$ cat config.mk
export PLATFORM = sky130hd
export DESIGN_NAME = gpab_port_data
export DESIGN_NICKNAME = d
export VERILOG_FILES = /design/src/verilog/gpab_pkg.sv /design/src/verilog/gpab_port_data.sv
export VERILOG_INCLUDE_DIRS = /design/src /design/src/verilog
export SDC_FILE = /design/constraint.sdc
export NUM_CORES = 1
export LEC_CHECK = 0
export BUFFER_PORTS_ARGS = -buffer_cell sky130_fd_sc_hd__clkbuf_2
export CAP_MARGIN = 30
export CORE_UTILIZATION = 43
export DETAILED_ROUTE_END_ITERATION = 7
export GPL_TIMING_DRIVEN = 1
export PLACE_DENSITY = 0.75
export SLEW_MARGIN = 20
export SYNTH_ARGS = -nofsm -noshare
export SYNTH_HDL_FRONTEND = slang
export SYNTH_SLANG_ARGS = --single-unit
$ cat constraint.sdc
create_clock -name mclk -period 6.55 [get_ports mclk]
set_clock_uncertainty 0.05 [all_clocks]
set_input_delay 1.31 -clock mclk [delete_from_list [all_inputs] [get_ports mclk]]
set_output_delay 1.31 -clock mclk [all_outputs]
set_load 0.01 [all_outputs]
$ cat src/verilog/gpab_defs.svh
`ifndef GPAB_DEFS_SVH
`define GPAB_DEFS_SVH

// ----------------------------------------------------------------
// port geometry
// ----------------------------------------------------------------
`define GPAB_PORT_COUNT 10
`define GPAB_PORT_W 16
`define GPAB_PORT_C_W 5
`define GPAB_PORT_D_W 14
`define GPAB_PORT_G_W 4

// ----------------------------------------------------------------
// register indices (byte address is four times the index)
// ----------------------------------------------------------------
`define GPAB_A_DATA_IDX 32'hfffff726
`define GPAB_B_DATA_IDX 32'hfffff738
`define GPAB_A_DIR_IDX 32'hfffff7f0
`define GPAB_B_DIR_IDX 32'hfffff7f1
`define GPAB_A_FUNC_IDX 32'hfffff7f2
`define GPAB_B_FUNC_IDX 32'hfffff7f3

// ----------------------------------------------------------------
// reset values and field layout
// ----------------------------------------------------------------
`define GPAB_DATA_RST 16'h0000
`define GPAB_DIR_RST 16'h0000
`define GPAB_FUNC_RST 16'h0000
`define GPAB_LO_BYTE 7:0
`define GPAB_HI_BYTE 15:8

// ----------------------------------------------------------------
// bus timing
// ----------------------------------------------------------------
`define GPAB_ACCESS_CYCLES 4
`define GPAB_WAIT_LAST 2'h1

`endif

$ cat src/verilog/gpab_pkg.sv
package gpab_pkg;

    // ------------------------------------------------------------
    // pin drive seen from the pad ring
    // ------------------------------------------------------------
    typedef struct packed {
        logic [15:0] out;  // level driven when enabled
        logic [15:0] oe;   // high while the pin is driven
    } gpab_pin_t;

    // ------------------------------------------------------------
    // register selected by the bus address
    // ------------------------------------------------------------
    typedef enum logic [2:0] {
        GPAB_SEL_NONE,
        GPAB_SEL_DATA,
        GPAB_SEL_DIR,
        GPAB_SEL_FUNC
    } gpab_sel_t;

    // decoded address: which register and which port
    typedef struct packed {
        gpab_sel_t sel;
        logic port;        // 0 = port a, 1 = port b
    } gpab_dec_t;

    // bus handshake state
    typedef enum logic [1:0] {
        GPAB_IDLE,
        GPAB_WAIT,
        GPAB_DONE
    } gpab_bus_state_t;

endpackage

$ cat src/verilog/gpab_port_data.sv
`timescale 1ns/100ps
`include "gpab_defs.svh"
// Summary of operation
// - ten ports exist; this block serves a, b
// - ports a and b are sixteen pins
// - each pin is gpio or peripheral function
// - each port owns a data register
// - data register access takes four cycles
// - port a data: 16 bits, bit n = pin n
// - port b data: 16 bits, bit n = pin n
// - dir 1 gpio: write drives pin, read register
// - dir 0 gpio: read pin, write only stored
// - dir 0 peripheral: read pin, write stored
// - dir 1 peripheral: read register, pin unaffected
// - power-on reset and hw standby clear data
// - data kept through sleep and soft standby
module gpab_port_data
    import gpab_pkg::*;
#(
    parameter int PORT_W = `GPAB_PORT_W,
    parameter int ACCESS_CYCLES = `GPAB_ACCESS_CYCLES
)
(
    // clock and power-on reset
    input wire logic mclk,
    input wire logic rst_b,
    // hardware standby level from the pad
    input wire logic hw_standby,
    // apb slave
    input wire logic psel,
    input wire logic penable,
    input wire logic pwrite,
    input wire logic [31:0] paddr,
    input wire logic [31:0] pwdata,
    input wire logic [3:0] pstrb,
    output logic [31:0] prdata,
    output logic pready,
    output logic pslverr,
    // peripheral side of the shared pins
    input wire gpab_pin_t periph_a,
    input wire gpab_pin_t periph_b,
    // pad side
    input wire logic [15:0] port_a_pin_in,
    input wire logic [15:0] port_b_pin_in,
    output gpab_pin_t port_a_pins,
    output gpab_pin_t port_b_pins
);

    // ------------------------------------------------------------
    // helpers
    // ------------------------------------------------------------

    // byte address of a register index
    function automatic logic [31:0] idx_addr(input logic [31:0] idx);
        idx_addr = {idx[29:0], 2'h0};
    endfunction

    // address decode, shared by every access
    function automatic gpab_dec_t decode(input logic [31:0] addr);
        decode.sel = GPAB_SEL_NONE;
        decode.port = 1'b0;
        if (addr == idx_addr(`GPAB_A_DATA_IDX))
        begin
            decode.sel = GPAB_SEL_DATA;
        end
        else if (addr == idx_addr(`GPAB_B_DATA_IDX))
        begin
            decode.sel = GPAB_SEL_DATA;
            decode.port = 1'b1;
        end
        else if (addr == idx_addr(`GPAB_A_DIR_IDX))
        begin
            decode.sel = GPAB_SEL_DIR;
        end
        else if (addr == idx_addr(`GPAB_B_DIR_IDX))
        begin
            decode.sel = GPAB_SEL_DIR;
            decode.port = 1'b1;
        end
        else if (addr == idx_addr(`GPAB_A_FUNC_IDX))
        begin
            decode.sel = GPAB_SEL_FUNC;
        end
        else if (addr == idx_addr(`GPAB_B_FUNC_IDX))
        begin
            decode.sel = GPAB_SEL_FUNC;
            decode.port = 1'b1;
        end
    endfunction

    // merge write data under the two low byte strobes
    function automatic logic [15:0] merge(
        input logic [15:0] old,
        input logic [31:0] wdata,
        input logic [3:0] strb
    );
        merge = old;
        if (strb[0])
        begin
            merge[`GPAB_LO_BYTE] = wdata[`GPAB_LO_BYTE];
        end
        if (strb[1])
        begin
            merge[`GPAB_HI_BYTE] = wdata[`GPAB_HI_BYTE];
        end
    endfunction

    // ------------------------------------------------------------
    // pad input synchronisers
    // ------------------------------------------------------------
    logic [15:0] pin_meta_reg [2];  // first stage, read by stage two only
    logic [15:0] pin_sync_reg [2];  // safe pin level
    logic stby_meta_reg;  // standby first stage
    logic stby_sync_reg;  // standby, clean

    // two flops per pad bit; pins are asynchronous to mclk
    always_ff @(posedge mclk or negedge rst_b)
    begin
        if (!rst_b)
        begin
            pin_meta_reg[0] <= 16'h0000;
            pin_meta_reg[1] <= 16'h0000;
            pin_sync_reg[0] <= 16'h0000;
            pin_sync_reg[1] <= 16'h0000;
            stby_meta_reg <= 1'b0;
            stby_sync_reg <= 1'b0;
        end
        else
        begin
            pin_meta_reg[0] <= port_a_pin_in;
            pin_meta_reg[1] <= port_b_pin_in;
            pin_sync_reg[0] <= pin_meta_reg[0];
            pin_sync_reg[1] <= pin_meta_reg[1];
            stby_meta_reg <= hw_standby;
            stby_sync_reg <= stby_meta_reg;
        end
    end

    // ------------------------------------------------------------
    // bus handshake
    // ------------------------------------------------------------
    gpab_bus_state_t state_reg;  // handshake phase
    gpab_bus_state_t state_next;
    logic [1:0] wait_reg;  // access-phase cycles spent
    logic [1:0] wait_next;
    logic [31:0] prdata_next;
    logic pready_next;
    logic pslverr_next;
    logic commit;  // the cycle in which the answer is built
    gpab_dec_t dec;  // decode of the held address

    // each port a data register
    logic [15:0] data_reg [2];
    logic [15:0] data_next [2];
    logic [15:0] dir_reg [2];  // direction, 1 = output
    logic [15:0] dir_next [2];
    logic [15:0] func_reg [2];  // 1 = pin lent to peripheral
    logic [15:0] func_next [2];

    // read mux per pin: register when output, pad when input
    function automatic logic [15:0] read_view(
        input logic [15:0] data,
        input logic [15:0] dir,
        input logic [15:0] pin
    );
        read_view = (data & dir) | (pin & ~dir);
    endfunction

    // wait states stretch the transfer to four cycles in all;
    // sizes do not matter, byte and halfword cost the same
    always_comb
    begin
        dec = decode(paddr);
        state_next = state_reg;
        wait_next = wait_reg;
        prdata_next = prdata;
        pready_next = 1'b0;
        pslverr_next = 1'b0;
        commit = 1'b0;
        case (state_reg)
            GPAB_IDLE:
            begin
                // access phase opens: start counting
                if (psel && penable)
                begin
                    state_next = GPAB_WAIT;
                    wait_next = 2'h1;
                end
                else
                begin
                    wait_next = 2'h0;
                end
            end
            GPAB_WAIT:
            begin
                // last wait cycle: answer appears next edge
                if (wait_reg == `GPAB_WAIT_LAST)
                begin
                    commit = 1'b1;
                    state_next = GPAB_DONE;
                    pready_next = 1'b1;
                    pslverr_next = (dec.sel == GPAB_SEL_NONE);
                    prdata_next = 32'h0000_0000;
                    if (!pwrite)
                    begin
                        case (dec.sel)
                            GPAB_SEL_DATA:
                            begin
                                prdata_next[15:0] = read_view(
                                    data_reg[dec.port],
                                    dir_reg[dec.port],
                                    pin_sync_reg[dec.port]);
                            end
                            GPAB_SEL_DIR:
                            begin
                                prdata_next[15:0] = dir_reg[dec.port];
                            end
                            GPAB_SEL_FUNC:
                            begin
                                prdata_next[15:0] = func_reg[dec.port];
                            end
                            default:
                            begin
                                prdata_next = 32'h0000_0000;
                            end
                        endcase
                    end
                end
                else
                begin
                    wait_next = wait_reg + 2'h1;
                end
            end
            GPAB_DONE:
            begin
                // pready seen by master this edge; back to idle
                state_next = GPAB_IDLE;
                wait_next = 2'h0;
            end
            default:
            begin
                state_next = GPAB_IDLE;
                wait_next = 2'h0;
            end
        endcase
    end

    // handshake registers; outputs leave straight from flops
    always_ff @(posedge mclk or negedge rst_b)
    begin
        if (!rst_b)
        begin
            state_reg <= GPAB_IDLE;
            wait_reg <= 2'h0;
            prdata <= 32'h0000_0000;
            pready <= 1'b0;
            pslverr <= 1'b0;
        end
        else
        begin
            state_reg <= state_next;
            wait_reg <= wait_next;
            prdata <= prdata_next;
            pready <= pready_next;
            pslverr <= pslverr_next;
        end
    end

    // ------------------------------------------------------------
    // register file
    // ------------------------------------------------------------

    // writes land with the answer; standby wipes data only.
    // a watchdog reset never reaches rst_b, so data survives it,
    // and sleep or soft standby have no path here at all
    always_comb
    begin
        for (int p = 0; p < 2; p++)
        begin
            data_next[p] = data_reg[p];
            dir_next[p] = dir_reg[p];
            func_next[p] = func_reg[p];
            if (commit && pwrite && dec.port == p[0])
            begin
                case (dec.sel)
                    GPAB_SEL_DATA:
                    begin
                        // always stored, whatever the pin mode
                        data_next[p] = merge(data_reg[p], pwdata,
                            pstrb);
                    end
                    GPAB_SEL_DIR:
                    begin
                        dir_next[p] = merge(dir_reg[p], pwdata, pstrb);
                    end
                    GPAB_SEL_FUNC:
                    begin
                        func_next[p] = merge(func_reg[p], pwdata, pstrb);
                    end
                    default:
                    begin
                        data_next[p] = data_reg[p];
                    end
                endcase
            end
            if (stby_sync_reg)
            begin
                data_next[p] = `GPAB_DATA_RST;
            end
        end
    end

    // storage; power-on reset clears everything
    always_ff @(posedge mclk or negedge rst_b)
    begin
        if (!rst_b)
        begin
            for (int p = 0; p < 2; p++)
            begin
                data_reg[p] <= `GPAB_DATA_RST;
                dir_reg[p] <= `GPAB_DIR_RST;
                func_reg[p] <= `GPAB_FUNC_RST;
            end
        end
        else
        begin
            for (int p = 0; p < 2; p++)
            begin
                data_reg[p] <= data_next[p];
                dir_reg[p] <= dir_next[p];
                func_reg[p] <= func_next[p];
            end
        end
    end

    // ------------------------------------------------------------
    // pin drive
    // ------------------------------------------------------------
    gpab_pin_t pins_next [2];  // drive computed per port
    gpab_pin_t periph [2];  // peripheral request per port

    // peripheral pins follow the peripheral; gpio pins follow
    // data and direction. one flop of latency on every pin
    always_comb
    begin
        periph[0] = periph_a;
        periph[1] = periph_b;
        for (int p = 0; p < 2; p++)
        begin
            pins_next[p].out = (periph[p].out & func_reg[p])
                | (data_reg[p] & ~func_reg[p]);
            pins_next[p].oe = (periph[p].oe & func_reg[p])
                | (dir_reg[p] & ~func_reg[p]);
        end
    end

    // pad drive registers; all pins released under reset
    always_ff @(posedge mclk or negedge rst_b)
    begin
        if (!rst_b)
        begin
            port_a_pins <= '0;
            port_b_pins <= '0;
        end
        else
        begin
            port_a_pins <= pins_next[0];
            port_b_pins <= pins_next[1];
        end
    end

    // ports c..k live elsewhere; geometry kept in the defs header
    // so the other port blocks share it
    logic unused_geom;
    assign unused_geom = (PORT_W == `GPAB_PORT_W)
        && (ACCESS_CYCLES == `GPAB_ACCESS_CYCLES);

endmodule

==> impl_metrics.json <==
{
  "place_inst": 1233,
  "dieArea_um2": 24000,
  "crit_fanout": 20,
  "die_width_um": 155,
  "synth_common_cells": "248 x dfrtp_1, 114 x mux2_2, 72 x mux2i_1",
  "crit_type": "in -> reg",
  "ys_seq_area_share_pct": 61.7,
  "stdcell_count": 1283,
  "synth_edf_count": 0,
  "hold_viol": 0,
  "required_ns": 6.90,
  "portBuffers": 233,
  "drive_above_1_share_pct": 43.9,
  "grt_overflow": 0,
  "relSlewSlack_pct": 32.2,
  "hold_path.class": "reg -> reg",
  "worst_setup_path_end_kind": "flop",
  "start_kind": "primary input",
  "power_leakage_nw": 6.54,
  "cts_buffers": 26,
  "syn_area_um2": 10100,
  "final_nets": 1120,
  "tightest_slew_ns": 1.02,
  "max_stage_delay_ns": 0.94,
  "cts_resized": 0,
  "yosys_warnings": 0,
  "coreArea_um2": 22800,
  "synth_top_area_cell": "dfrtp_1",
  "std_cell_rows": 55,
  "worstPathArrival_ns": 4.28,
  "outcome": "finished clean",
  "final_max_slew_viol_count": 0,
  "power_mw": 3.30,
  "setup_viol": 0,
  "async_flop_share_pct": 100,
  "cts_tree": "built",
  "h-tree-depth": 1,
  "synth_cells": 704,
  "yosys-top-cells-area": "dfrtp_1 62%, mux2_2 13%, mux2i_1 7.2%",
  "ant_nets": 0,
  "pre_cts_slack_ns": 2.00,
  "cts_setup_buffers": 0,
  "clkTransAtPathRegs_ns": 0.06,
  "synth_ff_type": "dfrtp_1",
  "vias": 6665,
  "fin_util_pct": 54.9,
  "grt_pass1_wl_um": 39600,
  "initial_core_util_pct": 44.2,
  "crit_slowest_cell": "nor4_4",
  "globalplace.congestion": 0.784,
  "crit_family": "simple AND/OR/NAND/NOR gates",
  "drtIter0Drc": 380,
  "cap_violations": 0,
  "n_fill_cell": 1913,
  "grt_max_degree": 139,
  "viasPerCell": 5.19,
  "grtUsageTotal_pct": 21.7,
  "area_delta_synth_final_pct": 24.2,
  "synth.most_common_cell": "dfrtp_1",
  "synth_top_area_share_pct": 61.7,
  "fin_crit_sh_pct": 60.0,
  "timing.critical_path.buf_inv": 2,
  "fmax_ghz": 0.254,
  "p_per_area_nw_per_um2": 264,
  "fin_ws_ns": 2.62,
  "synthesis.area_per_instance_um2": 14.3,
  "dp.final_hpwl_um": 17200,
  "antenna_found_initial": 1,
  "wirelength_um": 25700,
  "clkLatencyLatePin_ns": 0.52,
  "drt_pass1_iterations": 4,
  "clock_path_buffers": 3,
  "period_minus_slack_ns": 3.93,
  "cts_hold_buf": 0,
  "ys_seq_elements": 248,
  "irDropWorstVdd_mv": 0.162,
  "rsz0062_at_grt": "no",
  "synth.distinct_cells": 48,
  "boundaryPins": 268,
  "fin_tns_setup_ns": 0,
  "wl_per_cell_um": 20.0,
  "grt_pass1_vias": 6893,
  "drc": 0,
  "die_h_um": 155,
  "path_cells": "clkbuf_2, or4b_4, nor3_4, buf_4, nand2_2, nor4_4, mux2_2",
  "clock-sinks": 248,
  "root_buffer": "clkbuf_16"
}
cell usage in the layout, fill, tap and decap left out, types with 5 or more instances in the layout:
| cell type | netlist | final |
|---|---|---|
| dfrtp_1 | 248 | 248 |
| clkbuf_2 | 0 | 232 |
| mux2_2 | 114 | 114 |
| mux2i_1 | 72 | 72 |
| nor2_1 | 38 | 38 |
| clkbuf_16 | 0 | 27 |
| nand2_1 | 18 | 18 |
| o22ai_1 | 16 | 16 |
| conb_1 | 1 | 16 |
| a221oi_1 | 12 | 12 |
| nand3_1 | 11 | 11 |
| o221ai_1 | 11 | 11 |
| inv_1 | 10 | 10 |
| a21oi_1 | 11 | 10 |
| o31ai_1 | 10 | 10 |
| nor4_4 | 8 | 9 |
| nand4_1 | 8 | 8 |
| nor2b_1 | 8 | 8 |
| a32o_1 | 8 | 8 |
| mux2_4 | 8 | 8 |
| clkinv_2 | 0 | 8 |
| buf_4 | 16 | 8 |
| a21o_1 | 6 | 6 |
| mux2_1 | 6 | 6 |
| o21ai_0 | 5 | 5 |
| clkbuf_8 | 0 | 5 |
| clkbuf_1 | 23 | 5 |
metal layers:
layer / wire, um / global-route usage (%) / vias up
met5: 0 / 0 / -
met4: 612 / 6.46 / 0
met3: 1510 / 3.34 / 42
met2: 12400 / 36.3 / 222
met1: 11200 / 29.1 / 3352
li1: - / - / 3049
kinds of logic (layout without fill, tap and decap cells):
kind of cell / after synthesis / in the layout / synth area share, %
AOI/OAI and AO/OA: 88 / 88 / 6.52
xor gates and xnor gates: 1 / 1 / 0.0871
adders and majority gates: 1 / 1 / 0.124
buffers and inverters: 53 / 303 / 2.66
DFF: 248 / 248 / 61.7
muxes: 200 / 200 / 21.8
other: 1 / 17 / 0.0373
and+or+nand+nor: 112 / 112 / 7.08
worst paths after layout:
path                            startpoint         endpoint  slack [ns]  depth (start not counted)
min                        pin_meta_reg[9]  pin_sync_reg[9]        0.29                          0
min in group asynchronous            rst_b   port_b_pins[4]        0.78                          1
min reg2reg                pin_meta_reg[9]  pin_sync_reg[9]        0.29                          0
max in group asynchronous            rst_b  pin_sync_reg[8]        4.42                          2
max reg2reg                    wait_reg[1]      func_reg[1]        3.17                          8
max                               paddr[1]      func_reg[1]        2.62                          7
stage by stage:
| step | hold slack, ns | area [um^2] |
|---|---|---|
| 2_1_floorplan | 0.281 | 10100 |
| 3_3_place_gp | 0.282 | 11600 |
| 3_5_place_dp | 0.285 | 11600 |
| 4_1_cts | 0.294 | 12500 |
| 5_1_grt | 0.302 | 12500 |
| 6_report | 0.294 | 12500 |
report_power, final:
part	internal (mW)	switching (mW)
Combinational	0.0752	0.121
Sequential	1.57	0.0161
Clock	0.927	0.592
Total	2.57	0.730
area by class of cell:
cell class / count / area [um^2] / share of cell area (%)
timing repair buffer: 245 / 1300 / 10.4
clock buffer: 37 / 763 / 6.11
sequential: 248 / 6210 / 49.7
antenna: 1 / 2.50 / 0.0200
inverter: 10 / 37.5 / 0.300
tap: 313 / 392 / 3.13
multi-input combinational: 418 / 3670 / 29.3
clock inverter: 11 / 130 / 1.04
No activity file was read; power rests on OpenSTA's default activity.
